### config.mk
export PLATFORM = sky130hd
export DESIGN_NAME = sample_fifo_system_control
export DESIGN_NICKNAME = d
export VERILOG_FILES = /design/src/verilog/sysctl_pkg.sv /design/src/verilog/sample_fifo_system_control.sv /design/src/verilog/sample_fifo.sv
export SDC_FILE = /design/constraint.sdc
export NUM_CORES = 1
export LEC_CHECK = 0
export ABC_CLOCK_PERIOD_IN_PS = 7000
export BUFFER_PORTS_ARGS = -buffer_cell sky130_fd_sc_hd__buf_2
export CAP_MARGIN = 40
export CORE_MARGIN = 2
export CORE_UTILIZATION = 25
export DETAILED_ROUTE_END_ITERATION = 6
export SLEW_MARGIN = 40
export SYNTH_ARGS = -nofsm -noshare
export SYNTH_HDL_FRONTEND = slang
export SYNTH_HIERARCHICAL = 1
export SYNTH_SLANG_ARGS = --single-unit
### constraint.sdc
create_clock -name core_clk_in -period 7 [get_ports core_clk_in]
set_input_delay 2.1 -clock core_clk_in [delete_from_list [all_inputs] [get_ports core_clk_in]]
set_output_delay 2.1 -clock core_clk_in [all_outputs]
set_load 0.005 [all_outputs]
### src/verilog/sysctl_pkg.sv
// constants for the sample fifo system control block
// Summary of operation
// - almost-full at 32 minus threshold samples
// - item select low: item1 low, item2 high
// - item select high: item3 low, item4 high
// - clock select: internal or external slow clock
// - dynamic powerdown between samples, slow rates only
// - fifo disable stops pushes, holds pointers, data
// - disabled fifo keeps converting until item1 none
// - fifo enable flushes, restarts from pointer zero
// - fifo enable starts conversions and led drivers
// - shutdown keeps registers, access stays normal
// - entering power-save clears all interrupt flags
// - power-save stops oscillator, results are kept
// - shutdown waits for running conversion to finish
// - only writing one enters power-save
// - reset bit forces power-on reset, self-clears
package sysctl_pkg;
  localparam logic [7:0] ADDR_ITEM_LOW = 8'h09;
  localparam logic [7:0] ADDR_ITEM_HIGH = 8'h0A;
  localparam logic [7:0] ADDR_FIFO_CFG = 8'h08;
  localparam logic [7:0] ADDR_SYS_CTRL = 8'h0D;
  localparam logic [7:0] ADDR_FIFO_DATA = 8'h07;
  localparam logic [7:0] ADDR_FIFO_COUNT = 8'h10;
  localparam logic [7:0] ITEM_RESET = 8'h00;
  localparam logic [7:0] SYS_RESET = 8'h00;
  localparam logic [3:0] THRESH_RESET = 4'hF;
  localparam logic [3:0] TYPE_NONE = 4'h0;
  localparam int BIT_RESET = 0;
  localparam int BIT_POWER_SAVE_REQUEST = 1;
  localparam int BIT_FIFO_EN = 2;
  localparam int BIT_LP = 3;
  localparam int BIT_CLK = 4;
  localparam logic [7:0] SYS_WMASK = 8'h1E;
  localparam logic [5:0] FIFO_SLOTS = 6'h20;
  localparam int FIFO_DEPTH = 16;
  localparam int FIFO_WIDTH = 8;
  localparam logic [3:0] POR_CYCLES = 4'h8;
  localparam logic [3:0] SLOW_RATE_MAX = 4'h4;
endpackage

### src/verilog/sample_fifo_system_control.sv
// register bank and power control for the sample fifo front end
`timescale 1ns/100ps
module sample_fifo_system_control #(
  parameter int FIFO_W = sysctl_pkg::FIFO_WIDTH,
  parameter int FIFO_D = sysctl_pkg::FIFO_DEPTH
) (
  input wire logic core_clk_in,
  input wire logic rst_n_in,
  input wire logic reg_wr_in,
  input wire logic reg_rd_in,
  input wire logic [7:0] reg_addr_in,
  input wire logic [7:0] reg_wdata_in,
  output logic [7:0] reg_rdata_out,
  input wire logic ext_slow_clock_pin_in,
  input wire logic [3:0] sample_rate_code_in,
  input wire logic sample_valid_in,
  output logic sample_ready_out,
  input wire logic [FIFO_W-1:0] sample_data_in,
  input wire logic conv_busy_in,
  output logic conv_enable_out,
  output logic led_enable_out,
  output logic [3:0] led_item_mask_out,
  output logic osc_enable_out,
  output logic slow_clock_out,
  output logic dyn_powerdown_out,
  output logic power_save_out,
  output logic almost_full_flag_out
);
  import sysctl_pkg::*;

  // ----------------------------------------
  // reset release and forced power-on reset
  // ----------------------------------------
  logic rst_s1_r;
  logic rst_s2_r;
  logic soft_rst_r;
  logic [3:0] por_cnt_r;
  logic rst_n;
  always_ff @(posedge core_clk_in or negedge rst_n_in) begin
    if (!rst_n_in) begin
      rst_s1_r <= 1'b0;
      rst_s2_r <= 1'b0;
    end else begin
      rst_s1_r <= 1'b1;
      rst_s2_r <= rst_s1_r;
    end
  end
  assign rst_n = rst_s2_r;
  logic reset_write;
  assign reset_write = reg_wr_in && (reg_addr_in == ADDR_SYS_CTRL) && reg_wdata_in[BIT_RESET];
  always_ff @(posedge core_clk_in or negedge rst_n) begin
    if (!rst_n) begin
      soft_rst_r <= 1'b0;
      por_cnt_r <= '0;
    end else if (reset_write && !soft_rst_r) begin
      soft_rst_r <= 1'b1;
      por_cnt_r <= POR_CYCLES;
    end else if (soft_rst_r) begin
      por_cnt_r <= por_cnt_r - 4'h1;
      if (por_cnt_r == 4'h1) begin
        soft_rst_r <= 1'b0;
      end
    end
  end

  // ----------------------------------------
  // registers
  // ----------------------------------------
  logic [7:0] item_low_r;
  logic [7:0] item_high_r;
  logic [7:0] sys_r;
  logic [3:0] thresh_r;
  logic wr_low;
  logic wr_high;
  logic wr_sys;
  logic wr_cfg;
  assign wr_low = reg_wr_in && !soft_rst_r && (reg_addr_in == ADDR_ITEM_LOW);
  assign wr_high = reg_wr_in && !soft_rst_r && (reg_addr_in == ADDR_ITEM_HIGH);
  assign wr_sys = reg_wr_in && !soft_rst_r && (reg_addr_in == ADDR_SYS_CTRL);
  assign wr_cfg = reg_wr_in && !soft_rst_r && (reg_addr_in == ADDR_FIFO_CFG);
  always_ff @(posedge core_clk_in or negedge rst_n) begin
    if (!rst_n) begin
      item_low_r <= ITEM_RESET;
      item_high_r <= ITEM_RESET;
      thresh_r <= THRESH_RESET;
    end else if (soft_rst_r) begin
      item_low_r <= ITEM_RESET;
      item_high_r <= ITEM_RESET;
      thresh_r <= THRESH_RESET;
    end else begin
      if (wr_low) begin
        item_low_r <= reg_wdata_in;
      end
      if (wr_high) begin
        item_high_r <= reg_wdata_in;
      end
      if (wr_cfg) begin
        thresh_r <= reg_wdata_in[3:0];
      end
    end
  end
  // reset bit never stored; it reads back as one only while the sequence runs
  always_ff @(posedge core_clk_in or negedge rst_n) begin
    if (!rst_n) begin
      sys_r <= SYS_RESET;
    end else if (soft_rst_r) begin
      sys_r <= SYS_RESET;
    end else if (wr_sys) begin
      sys_r <= reg_wdata_in & SYS_WMASK;
    end
  end

  // ----------------------------------------
  // fifo enable, flush and conversion control
  // ----------------------------------------
  logic fifo_en;
  logic fifo_en_d_r;
  logic flush;
  logic [3:0] item1_type_select;
  logic [3:0] item2_type_select;
  logic [3:0] item3_type_select;
  logic [3:0] item4_type_select;
  assign item1_type_select = item_low_r[3:0];
  assign item2_type_select = item_low_r[7:4];
  assign item3_type_select = item_high_r[3:0];
  assign item4_type_select = item_high_r[7:4];
  assign fifo_en = sys_r[BIT_FIFO_EN];
  always_ff @(posedge core_clk_in or negedge rst_n) begin
    if (!rst_n) begin
      fifo_en_d_r <= 1'b0;
    end else begin
      fifo_en_d_r <= fifo_en;
    end
  end
  assign flush = (fifo_en && !fifo_en_d_r) || soft_rst_r;

  // ----------------------------------------
  // power save sequencing
  // ----------------------------------------
  typedef enum logic [1:0] {PWR_RUN, PWR_DRAIN, PWR_SAVE} pwr_state_e;
  pwr_state_e pwr_r;
  logic power_save_request;
  assign power_save_request = sys_r[BIT_POWER_SAVE_REQUEST];
  always_ff @(posedge core_clk_in or negedge rst_n) begin
    if (!rst_n) begin
      pwr_r <= PWR_RUN;
    end else begin
      unique case (pwr_r)
        PWR_RUN: begin
          if (power_save_request) begin
            pwr_r <= conv_busy_in ? PWR_DRAIN : PWR_SAVE;
          end
        end
        PWR_DRAIN: begin
          if (!power_save_request) begin
            pwr_r <= PWR_RUN;
          end else if (!conv_busy_in) begin
            pwr_r <= PWR_SAVE;
          end
        end
        PWR_SAVE: begin
          if (!power_save_request) begin
            pwr_r <= PWR_RUN;
          end
        end
      endcase
    end
  end
  logic in_save;
  assign in_save = (pwr_r == PWR_SAVE);

  // ----------------------------------------
  // sample path
  // ----------------------------------------
  logic conv_active;
  logic fifo_wr_ready;
  logic [$clog2(FIFO_D):0] fifo_count;
  logic [7:0] fifo_rdata;
  logic fifo_rd_valid;
  logic fifo_pop;
  // conversions run while enabled, or after disable until item1 is none
  // enable stays up while draining so a running conversion can finish
  assign conv_active = (fifo_en || (item1_type_select != TYPE_NONE)) && (pwr_r != PWR_SAVE)
                     && !soft_rst_r;
  assign fifo_pop = reg_rd_in && (reg_addr_in == ADDR_FIFO_DATA);
  sample_fifo #(.WIDTH(FIFO_W), .DEPTH(FIFO_D)) u_fifo (
    .clk_in(core_clk_in),
    .rst_n_in(rst_n),
    .flush_in(flush),
    .wr_valid_in(sample_valid_in && fifo_en && !in_save),
    .wr_ready_out(fifo_wr_ready),
    .wr_data_in(sample_data_in),
    .rd_valid_out(fifo_rd_valid),
    .rd_ready_in(fifo_pop),
    .rd_data_out(fifo_rdata),
    .count_out(fifo_count)
  );
  // when disabled, samples are accepted and dropped so conversions never stall
  assign sample_ready_out = fifo_en ? fifo_wr_ready : conv_active;

  // ----------------------------------------
  // almost-full flag
  // ----------------------------------------
  logic af_r;
  logic af_hit;
  logic [5:0] af_level;
  assign af_level = FIFO_SLOTS - {2'b00, thresh_r};
  assign af_hit = ({{(5 - $clog2(FIFO_D)){1'b0}}, fifo_count} >= af_level) && fifo_en;
  always_ff @(posedge core_clk_in or negedge rst_n) begin
    if (!rst_n) begin
      af_r <= 1'b0;
    end else if (in_save || soft_rst_r) begin
      af_r <= 1'b0;
    end else if (af_hit) begin
      af_r <= 1'b1;
    end else if (reg_rd_in && reg_addr_in == ADDR_FIFO_COUNT) begin
      af_r <= 1'b0;
    end
  end
  assign almost_full_flag_out = af_r;

  // ----------------------------------------
  // outputs to analogue and clocking
  // ----------------------------------------
  logic slow_rate;
  logic [3:0] led_mask;
  assign slow_rate = (sample_rate_code_in <= SLOW_RATE_MAX) || sample_rate_code_in[3]
                     && (sample_rate_code_in > 4'hA);
  assign led_mask = {item4_type_select != TYPE_NONE, item3_type_select != TYPE_NONE,
                     item2_type_select != TYPE_NONE, item1_type_select != TYPE_NONE};
  always_ff @(posedge core_clk_in or negedge rst_n) begin
    if (!rst_n) begin
      conv_enable_out <= 1'b0;
      led_enable_out <= 1'b0;
      led_item_mask_out <= 4'h0;
      osc_enable_out <= 1'b0;
      slow_clock_out <= 1'b0;
      dyn_powerdown_out <= 1'b0;
      power_save_out <= 1'b0;
    end else begin
      conv_enable_out <= conv_active;
      led_enable_out <= conv_active;
      led_item_mask_out <= conv_active ? led_mask : 4'h0;
      osc_enable_out <= !in_save;
      // external clock only for slow rates; otherwise internal oscillator
      slow_clock_out <= (sys_r[BIT_CLK] && slow_rate) ? ext_slow_clock_pin_in
                        : !in_save;
      dyn_powerdown_out <= sys_r[BIT_LP] && slow_rate && conv_active;
      power_save_out <= in_save;
    end
  end

  // ----------------------------------------
  // read mux
  // ----------------------------------------
  always_comb begin
    reg_rdata_out = 8'h00;
    unique case (reg_addr_in)
      ADDR_ITEM_LOW: reg_rdata_out = item_low_r;
      ADDR_ITEM_HIGH: reg_rdata_out = item_high_r;
      ADDR_FIFO_CFG: reg_rdata_out = {4'h0, thresh_r};
      ADDR_SYS_CTRL: reg_rdata_out = sys_r | {7'h00, soft_rst_r};
      ADDR_FIFO_DATA: reg_rdata_out = fifo_rd_valid ? fifo_rdata : 8'h00;
      ADDR_FIFO_COUNT: reg_rdata_out = {af_r, 1'b0, 6'(fifo_count)};
      default: reg_rdata_out = 8'h00;
    endcase
  end
endmodule // sample_fifo_system_control

### src/verilog/sample_fifo.sv
// sample fifo with valid and ready on both sides
`timescale 1ns/100ps
module sample_fifo #(
  parameter int WIDTH = 8,
  parameter int DEPTH = 16
) (
  input wire logic clk_in,
  input wire logic rst_n_in,
  input wire logic flush_in,
  input wire logic wr_valid_in,
  output logic wr_ready_out,
  input wire logic [WIDTH-1:0] wr_data_in,
  output logic rd_valid_out,
  input wire logic rd_ready_in,
  output logic [WIDTH-1:0] rd_data_out,
  output logic [$clog2(DEPTH):0] count_out
);
  localparam int AW = $clog2(DEPTH);
  logic [WIDTH-1:0] mem [DEPTH];
  logic [AW-1:0] wr_ptr_r;
  logic [AW-1:0] rd_ptr_r;
  logic [AW:0] count_r;
  logic [WIDTH-1:0] out_r;
  logic out_valid_r;
  logic push;
  logic pop;
  logic load;
  assign wr_ready_out = (count_r != AW'(0) + (AW+1)'(DEPTH)) && !flush_in;
  assign push = wr_valid_in && wr_ready_out;
  assign load = (count_r != '0) && (!out_valid_r || rd_ready_in) && !flush_in;
  assign pop = load;
  assign rd_valid_out = out_valid_r;
  assign rd_data_out = out_r;
  assign count_out = count_r + (AW+1)'(out_valid_r);
  always_ff @(posedge clk_in) begin
    if (push) begin
      mem[wr_ptr_r] <= wr_data_in;
    end
  end
  always_ff @(posedge clk_in or negedge rst_n_in) begin
    if (!rst_n_in) begin
      wr_ptr_r <= '0;
      rd_ptr_r <= '0;
      count_r <= '0;
    end else if (flush_in) begin
      wr_ptr_r <= '0;
      rd_ptr_r <= '0;
      count_r <= '0;
    end else begin
      if (push) begin
        wr_ptr_r <= wr_ptr_r + AW'(1);
      end
      if (pop) begin
        rd_ptr_r <= rd_ptr_r + AW'(1);
      end
      count_r <= count_r + (AW+1)'(push) - (AW+1)'(pop);
    end
  end
  always_ff @(posedge clk_in or negedge rst_n_in) begin
    if (!rst_n_in) begin
      out_r <= '0;
      out_valid_r <= 1'b0;
    end else if (flush_in) begin
      out_valid_r <= 1'b0;
    end else if (load) begin
      out_r <= mem[rd_ptr_r];
      out_valid_r <= 1'b1;
    end else if (rd_ready_in) begin
      out_valid_r <= 1'b0;
    end
  end
endmodule // sample_fifo

# Word level (Yosys, flattened, before mapping)

Memories as Yosys holds them, arrays and structs flattened. A register that Yosys moved wholly into a read port is not among the register bits.
Cells that the tools add are included.

RAM bits: 128
Flip-flop bits (word level): 62
Input port bits: 35
Logic and storage cells: 137
Memories kept: 1

Memories:

| memory     | depth | width | read ports | clocked after memory_dff | wr ports | RTL line          | source |
|---|---|---|---|---|---|---|---|
| u_fifo.mem | 16    | 8     | 1          | 1                        | 1        | sample_fifo.sv:19 | `logic [WIDTH-1:0] mem [DEPTH];` |

Magnitude comparators: 3
Bitwise gates (word level): 2
Reductions and logical operators: 52
Eq/ne operators: 14
Multiplexer cells: 37
$add $sub $neg: 7

Operator list:

| kind                                            | count |
|---|---|
| 2-to-1 mux 8 bit                                | 7 |
| one-hot mux 8 bit (6 select lines)              | 1 |
| 2-to-1 mux 4 bit                                | 9 |
| == test 8 x 4 -> 1 bit, second input constant   | 4 |
| logical AND 1 bit                               | 24 |
| nonzero test 4 bit                              | 4 |
| nonzero test 2 bit                              | 7 |
| 2-to-1 mux 1 bit                                | 13 |
| adder 5 x 1 -> 5 bit                            | 2 |
| 2-to-1 mux 2 bit                                | 5 |
| adder 4 x 1 -> 4 bit, second input constant     | 2 |
| == test 8 x 3 -> 1 bit, second input constant   | 1 |
| == test 8 x 5 -> 1 bit, second input constant   | 1 |
| bitwise OR 8 x 1 -> 8 bit                       | 1 |
| >= comparator 5 x 6 -> 1 bit                    | 1 |
| zero test 1 bit                                 | 6 |
| != test 2 bit, second input constant            | 3 |
| one-hot mux 2 bit (3 select lines)              | 1 |
| nonzero test 3 bit                              | 2 |
| subtractor 6 x 4 -> 6 bit, first input constant | 1 |
| logical OR 1 bit                                | 5 |
| 2-to-1 mux 5 bit                                | 1 |
| != test 5 bit, second input constant            | 1 |
| nonzero test 5 bit                              | 1 |
| 12 further kinds                                | 12 |

# Depth between registers and ports, before layout

Word-level depth: 9
Gate-level depth with buffers: 17

# Cells and area by module

The synthesis kept the hierarchy.

By module, submodules not included:

| module                     | sequential area each (sq um) | area an instance (sq um) | times used | cells each |
|---|---|---|---|---|
| sample_fifo                | 4394.2                       | 6263.5                   | 1          | 335 |
| sample_fifo_system_control | 1106.1                       | 2462.4                   | 1          | 249 |

# Worst setup path before layout

No wires, ideal clock.

Path type: in2out
Start point: in reg_addr_in[2]
End point: out reg_rdata_out[4]
Required time: 4.900 ns
Buffers on the path: 1
Stages: 5
Setup slack: 1.561 ns
Arrival time: 3.339 ns
Cell sequence: buf_1 mux2_2 a32oi_1 nor2_1 a221o_1

Cells in the longest elaborated chain, start to end: 2
Elaborated cells on any way between the ends: 7

Ends and longest elaborated chain:

| what                                           | RTL line                          | source |
|---|---|---|
| from (decl)                                    | sample_fifo_system_control.sv:11  | `input wire logic [7:0] reg_addr_in,` |
| == test 8 x 5 -> 1 bit (tied with other cells) | sample_fifo_system_control.sv:258 | `unique case (reg_addr_in)` |
| one-hot mux 8 bit (6 select lines) (*)         | sample_fifo_system_control.sv:258 |  |
| to (decl)                                      | sample_fifo_system_control.sv:13  | `output logic [7:0] reg_rdata_out,` |

Every way passes the cells marked *; elsewhere a longest branch is shown, timed or not.

# Worst setup path after layout

Start point: in reg_addr_in[5]
End point: out reg_rdata_out[4]

Same word-level chain as after synthesis.

==> metrics.cfg <==
[critical_path]
rrSetupSlack_ps = 3520
timing.rr.end = u_fifo/count_r[4]
endpoint = reg_rdata_out[4]
path_buf_inv = 3
cp_common_cell = buf_2
worstPathRequired_ps = 4900
crit_type = primary input to output port
crit_path_end_kind = output port
cp_slowest_stage_delay_ps = 520
worstPathArrival_ps = 3790
startpoint = reg_addr_in[5]
ff2ff_path_depth = 13
start_kind = primary input
reg2reg_from = soft_rst_r
path_depth = 7
path_delay_family = simple AND/OR/NAND/NOR gates
path_max_fanout = 6
path_cells = buf_2, nor4b_1, nor4b_2, buf_4, and2_1, a221o_1, buf_2
slowest_stage = nor4b_1

[global_routing]
grt_pass1_vias = 5107
grt_pass1_wl_um = 29000
gr-total-overflow = 0
grt_max_degree = 65
antenna_found_initial = 1
grt_use_total = 0.105

[synth]
ys_ff_latch = 194
syn_inst = 584
avgSynthCellArea_um2 = 14.9
synth_warnings = 6
yosys.area.top_type_share = 0.440
synthArstFlopShare = 0.340
synth.distinct_cells = 57
netlist_top_cells_area = edfxtp_1 44%, dfrtp_1 18%, mux4_1 7.2%
yosysTopAreaCell = edfxtp_1
netlist_area_um2 = 8730
synthFlopType = edfxtp_1
ys_seq_area_frac = 0.630
synth_nets = 646
synth_edf_count = 128

[power]
p_leak_nw = 3.81
p_per_area_nw_per_um2 = 316
vdd_drop_max_v = 0.000181

[die]
fp.dieH_um = 191
dieWidth_um = 191
num_rows = 68
initial_utilization = 0.253
io_pins = 55
dieArea_um2 = 36400
fp.coreArea_um2 = 34500

[cts]
cts_sinks = 194
clock_latency_ps = 440
post_cts_resized = 0
cts_buffers = 17
cts-root-buf = clkbuf_16
postCtsSetupBuffers = 0
cts_buffer_depth = 2
cts.htree.levels = 4
cts_tree = done
cts_hold_buf = 0
clk_transition_reported_paths_ps = 70

[cells_and_area]
final_common_cell = edfxtp_1
drive_gt1_frac = 0.185
stdcell_area_um2 = 10000
area_growth_pct = 15.1
final_cell_mix = 128 x edfxtp_1, 59 x dfrtp_1, 54 x buf_2
final_cells = 1105
nets = 699
n_antenna_cell = 0
fill_cells = 3460

[sta]
finClkSkew_ps = 8.24
setup_viol = 0
layout_setup_ws_ps = 1110
hold_viol = 0
fmax_ghz = 0.170
post-route-period-util = 0.842
hold_ws_ps = 347
setup-tns-final_ps = 0
rsz0062_at_grt = no
relSlewSlack = 0.438
tightest_slew_ps = 837
slew_viol_final = 0
layout_min_cycle_time_ps = 5890

[routing]
vias = 5116
routed_via_density = 4.63
drtIter0Drc = 408
first_pass_iters = 6
ant_nets = 0
drc = 0
wire_per_inst_um = 16.8
wirelength_um = 18600

[flow_run]
maxCapViolations = 0

[place]
dp_hpwl_um = 12600
place_area_um2 = 9480
dp.cells = 1073
io_buffers = 54
gp_congestion = 0.871
pre_cts_ws_ps = 1140

[hold_path]
worst_hold_path_type = register to asynchronous set/reset pin

[status]
status = complete, no violations

==> flip-flops by register name (all words and copies together), names as in the netlist, 2 cells and up <==
register	count
u_fifo/rd_ptr_r	4
sys_r	4
u_fifo/wr_ptr_r	4
item_high_r	8
u_fifo/rd_data_out	8
item_low_r	8
thresh_r	4
por_cnt_r	4
led_item_mask_out	4
u_fifo/mem	128
pwr_r	2
u_fifo/count_r	5
==> through the flow <==
stage               total power (W)  utilization
floorplan                   0.00206            -
global route                0.00336        0.292
global placement            0.00225        0.275
detailed placement          0.00227        0.275
CTS                         0.00321        0.291
finish                      0.00317        0.292
==> cell usage after synthesis (3+ instances only) <==
cell      instances
nand4_1           3
buf_1             6
nor2b_1           5
nand2_1          24
inv_1            27
buf_4             4
mux4_2            8
a32oi_1           8
and2_1            3
a21oi_1          25
nand2b_1          8
clkbuf_1         11
buf_6             5
mux4_1           24
o21bai_1          3
o21ai_0           8
buf_2             5
nand3_1          14
nor3_1           13
o22ai_1           8
a21o_1           15
nor2_1           42
dfstp_2           4
mux2_2            4
a211oi_1         11
ha_1             26
dfrtp_1          62
nor4_1            5
mux2i_1          27
xor2_1            3
nor3b_1           3
a22o_1            3
and3_1            4
xnor2_1           8
edfxtp_1        128
==> final cells by class <==
type,instances,area (µm²),share of cell area
clock buffers,18,429,0.0427
clock inverters,14,130,0.0130
inverters,27,101,0.0101
multi-input cells,332,2950,0.294
flip-flops and latches,194,5510,0.548
well taps,455,569,0.0567
repair buffers,65,357,0.0355
==> worst min path at each step <==
stage / slack (ps) / end / depth (start not counted)
finish: 350 / u_fifo/count_r[2] / 1
global route: 380 / rst_n / 0
CTS: 360 / rst_n / 0
detailed placement: 350 / rst_n / 0
global placement: 340 / rst_n / 0
floorplan: 330 / rst_n / 0
==> per-layer routing <==
metal / vias up / GRT usage / wire length (µm)
met3: 19 / 0.0271 / 886
li1: 2356 / - / -
met2: 131 / 0.163 / 8660
met4: 2 / 0.0286 / 245
met5: - / 0 / 16
met1: 2608 / 0.145 / 8750
==> power breakdown <==
part	internal (W)	switching, W
clock	0.000496	0.000435
combinational	0.000386	0.000342
sequential	0.00132	0.000191
total	0.00220	0.000968
==> logic make-up (layout without fill, tap and decap cells) <==
family,count (synthesis),after routing,synth area share
AND/OR/NAND/NOR,135,135,0.0830
flip-flops,194,194,0.630
XOR/XNOR,11,11,0.0110
multiplexers,63,63,0.129
adder cells (fa/ha/maj),27,27,0.0396
other,1,1,0.000430
buffers and inverters,58,124,0.0317
AO/OA/AOI/OAI,95,95,0.0749
(Power assumes the default switching activity.)
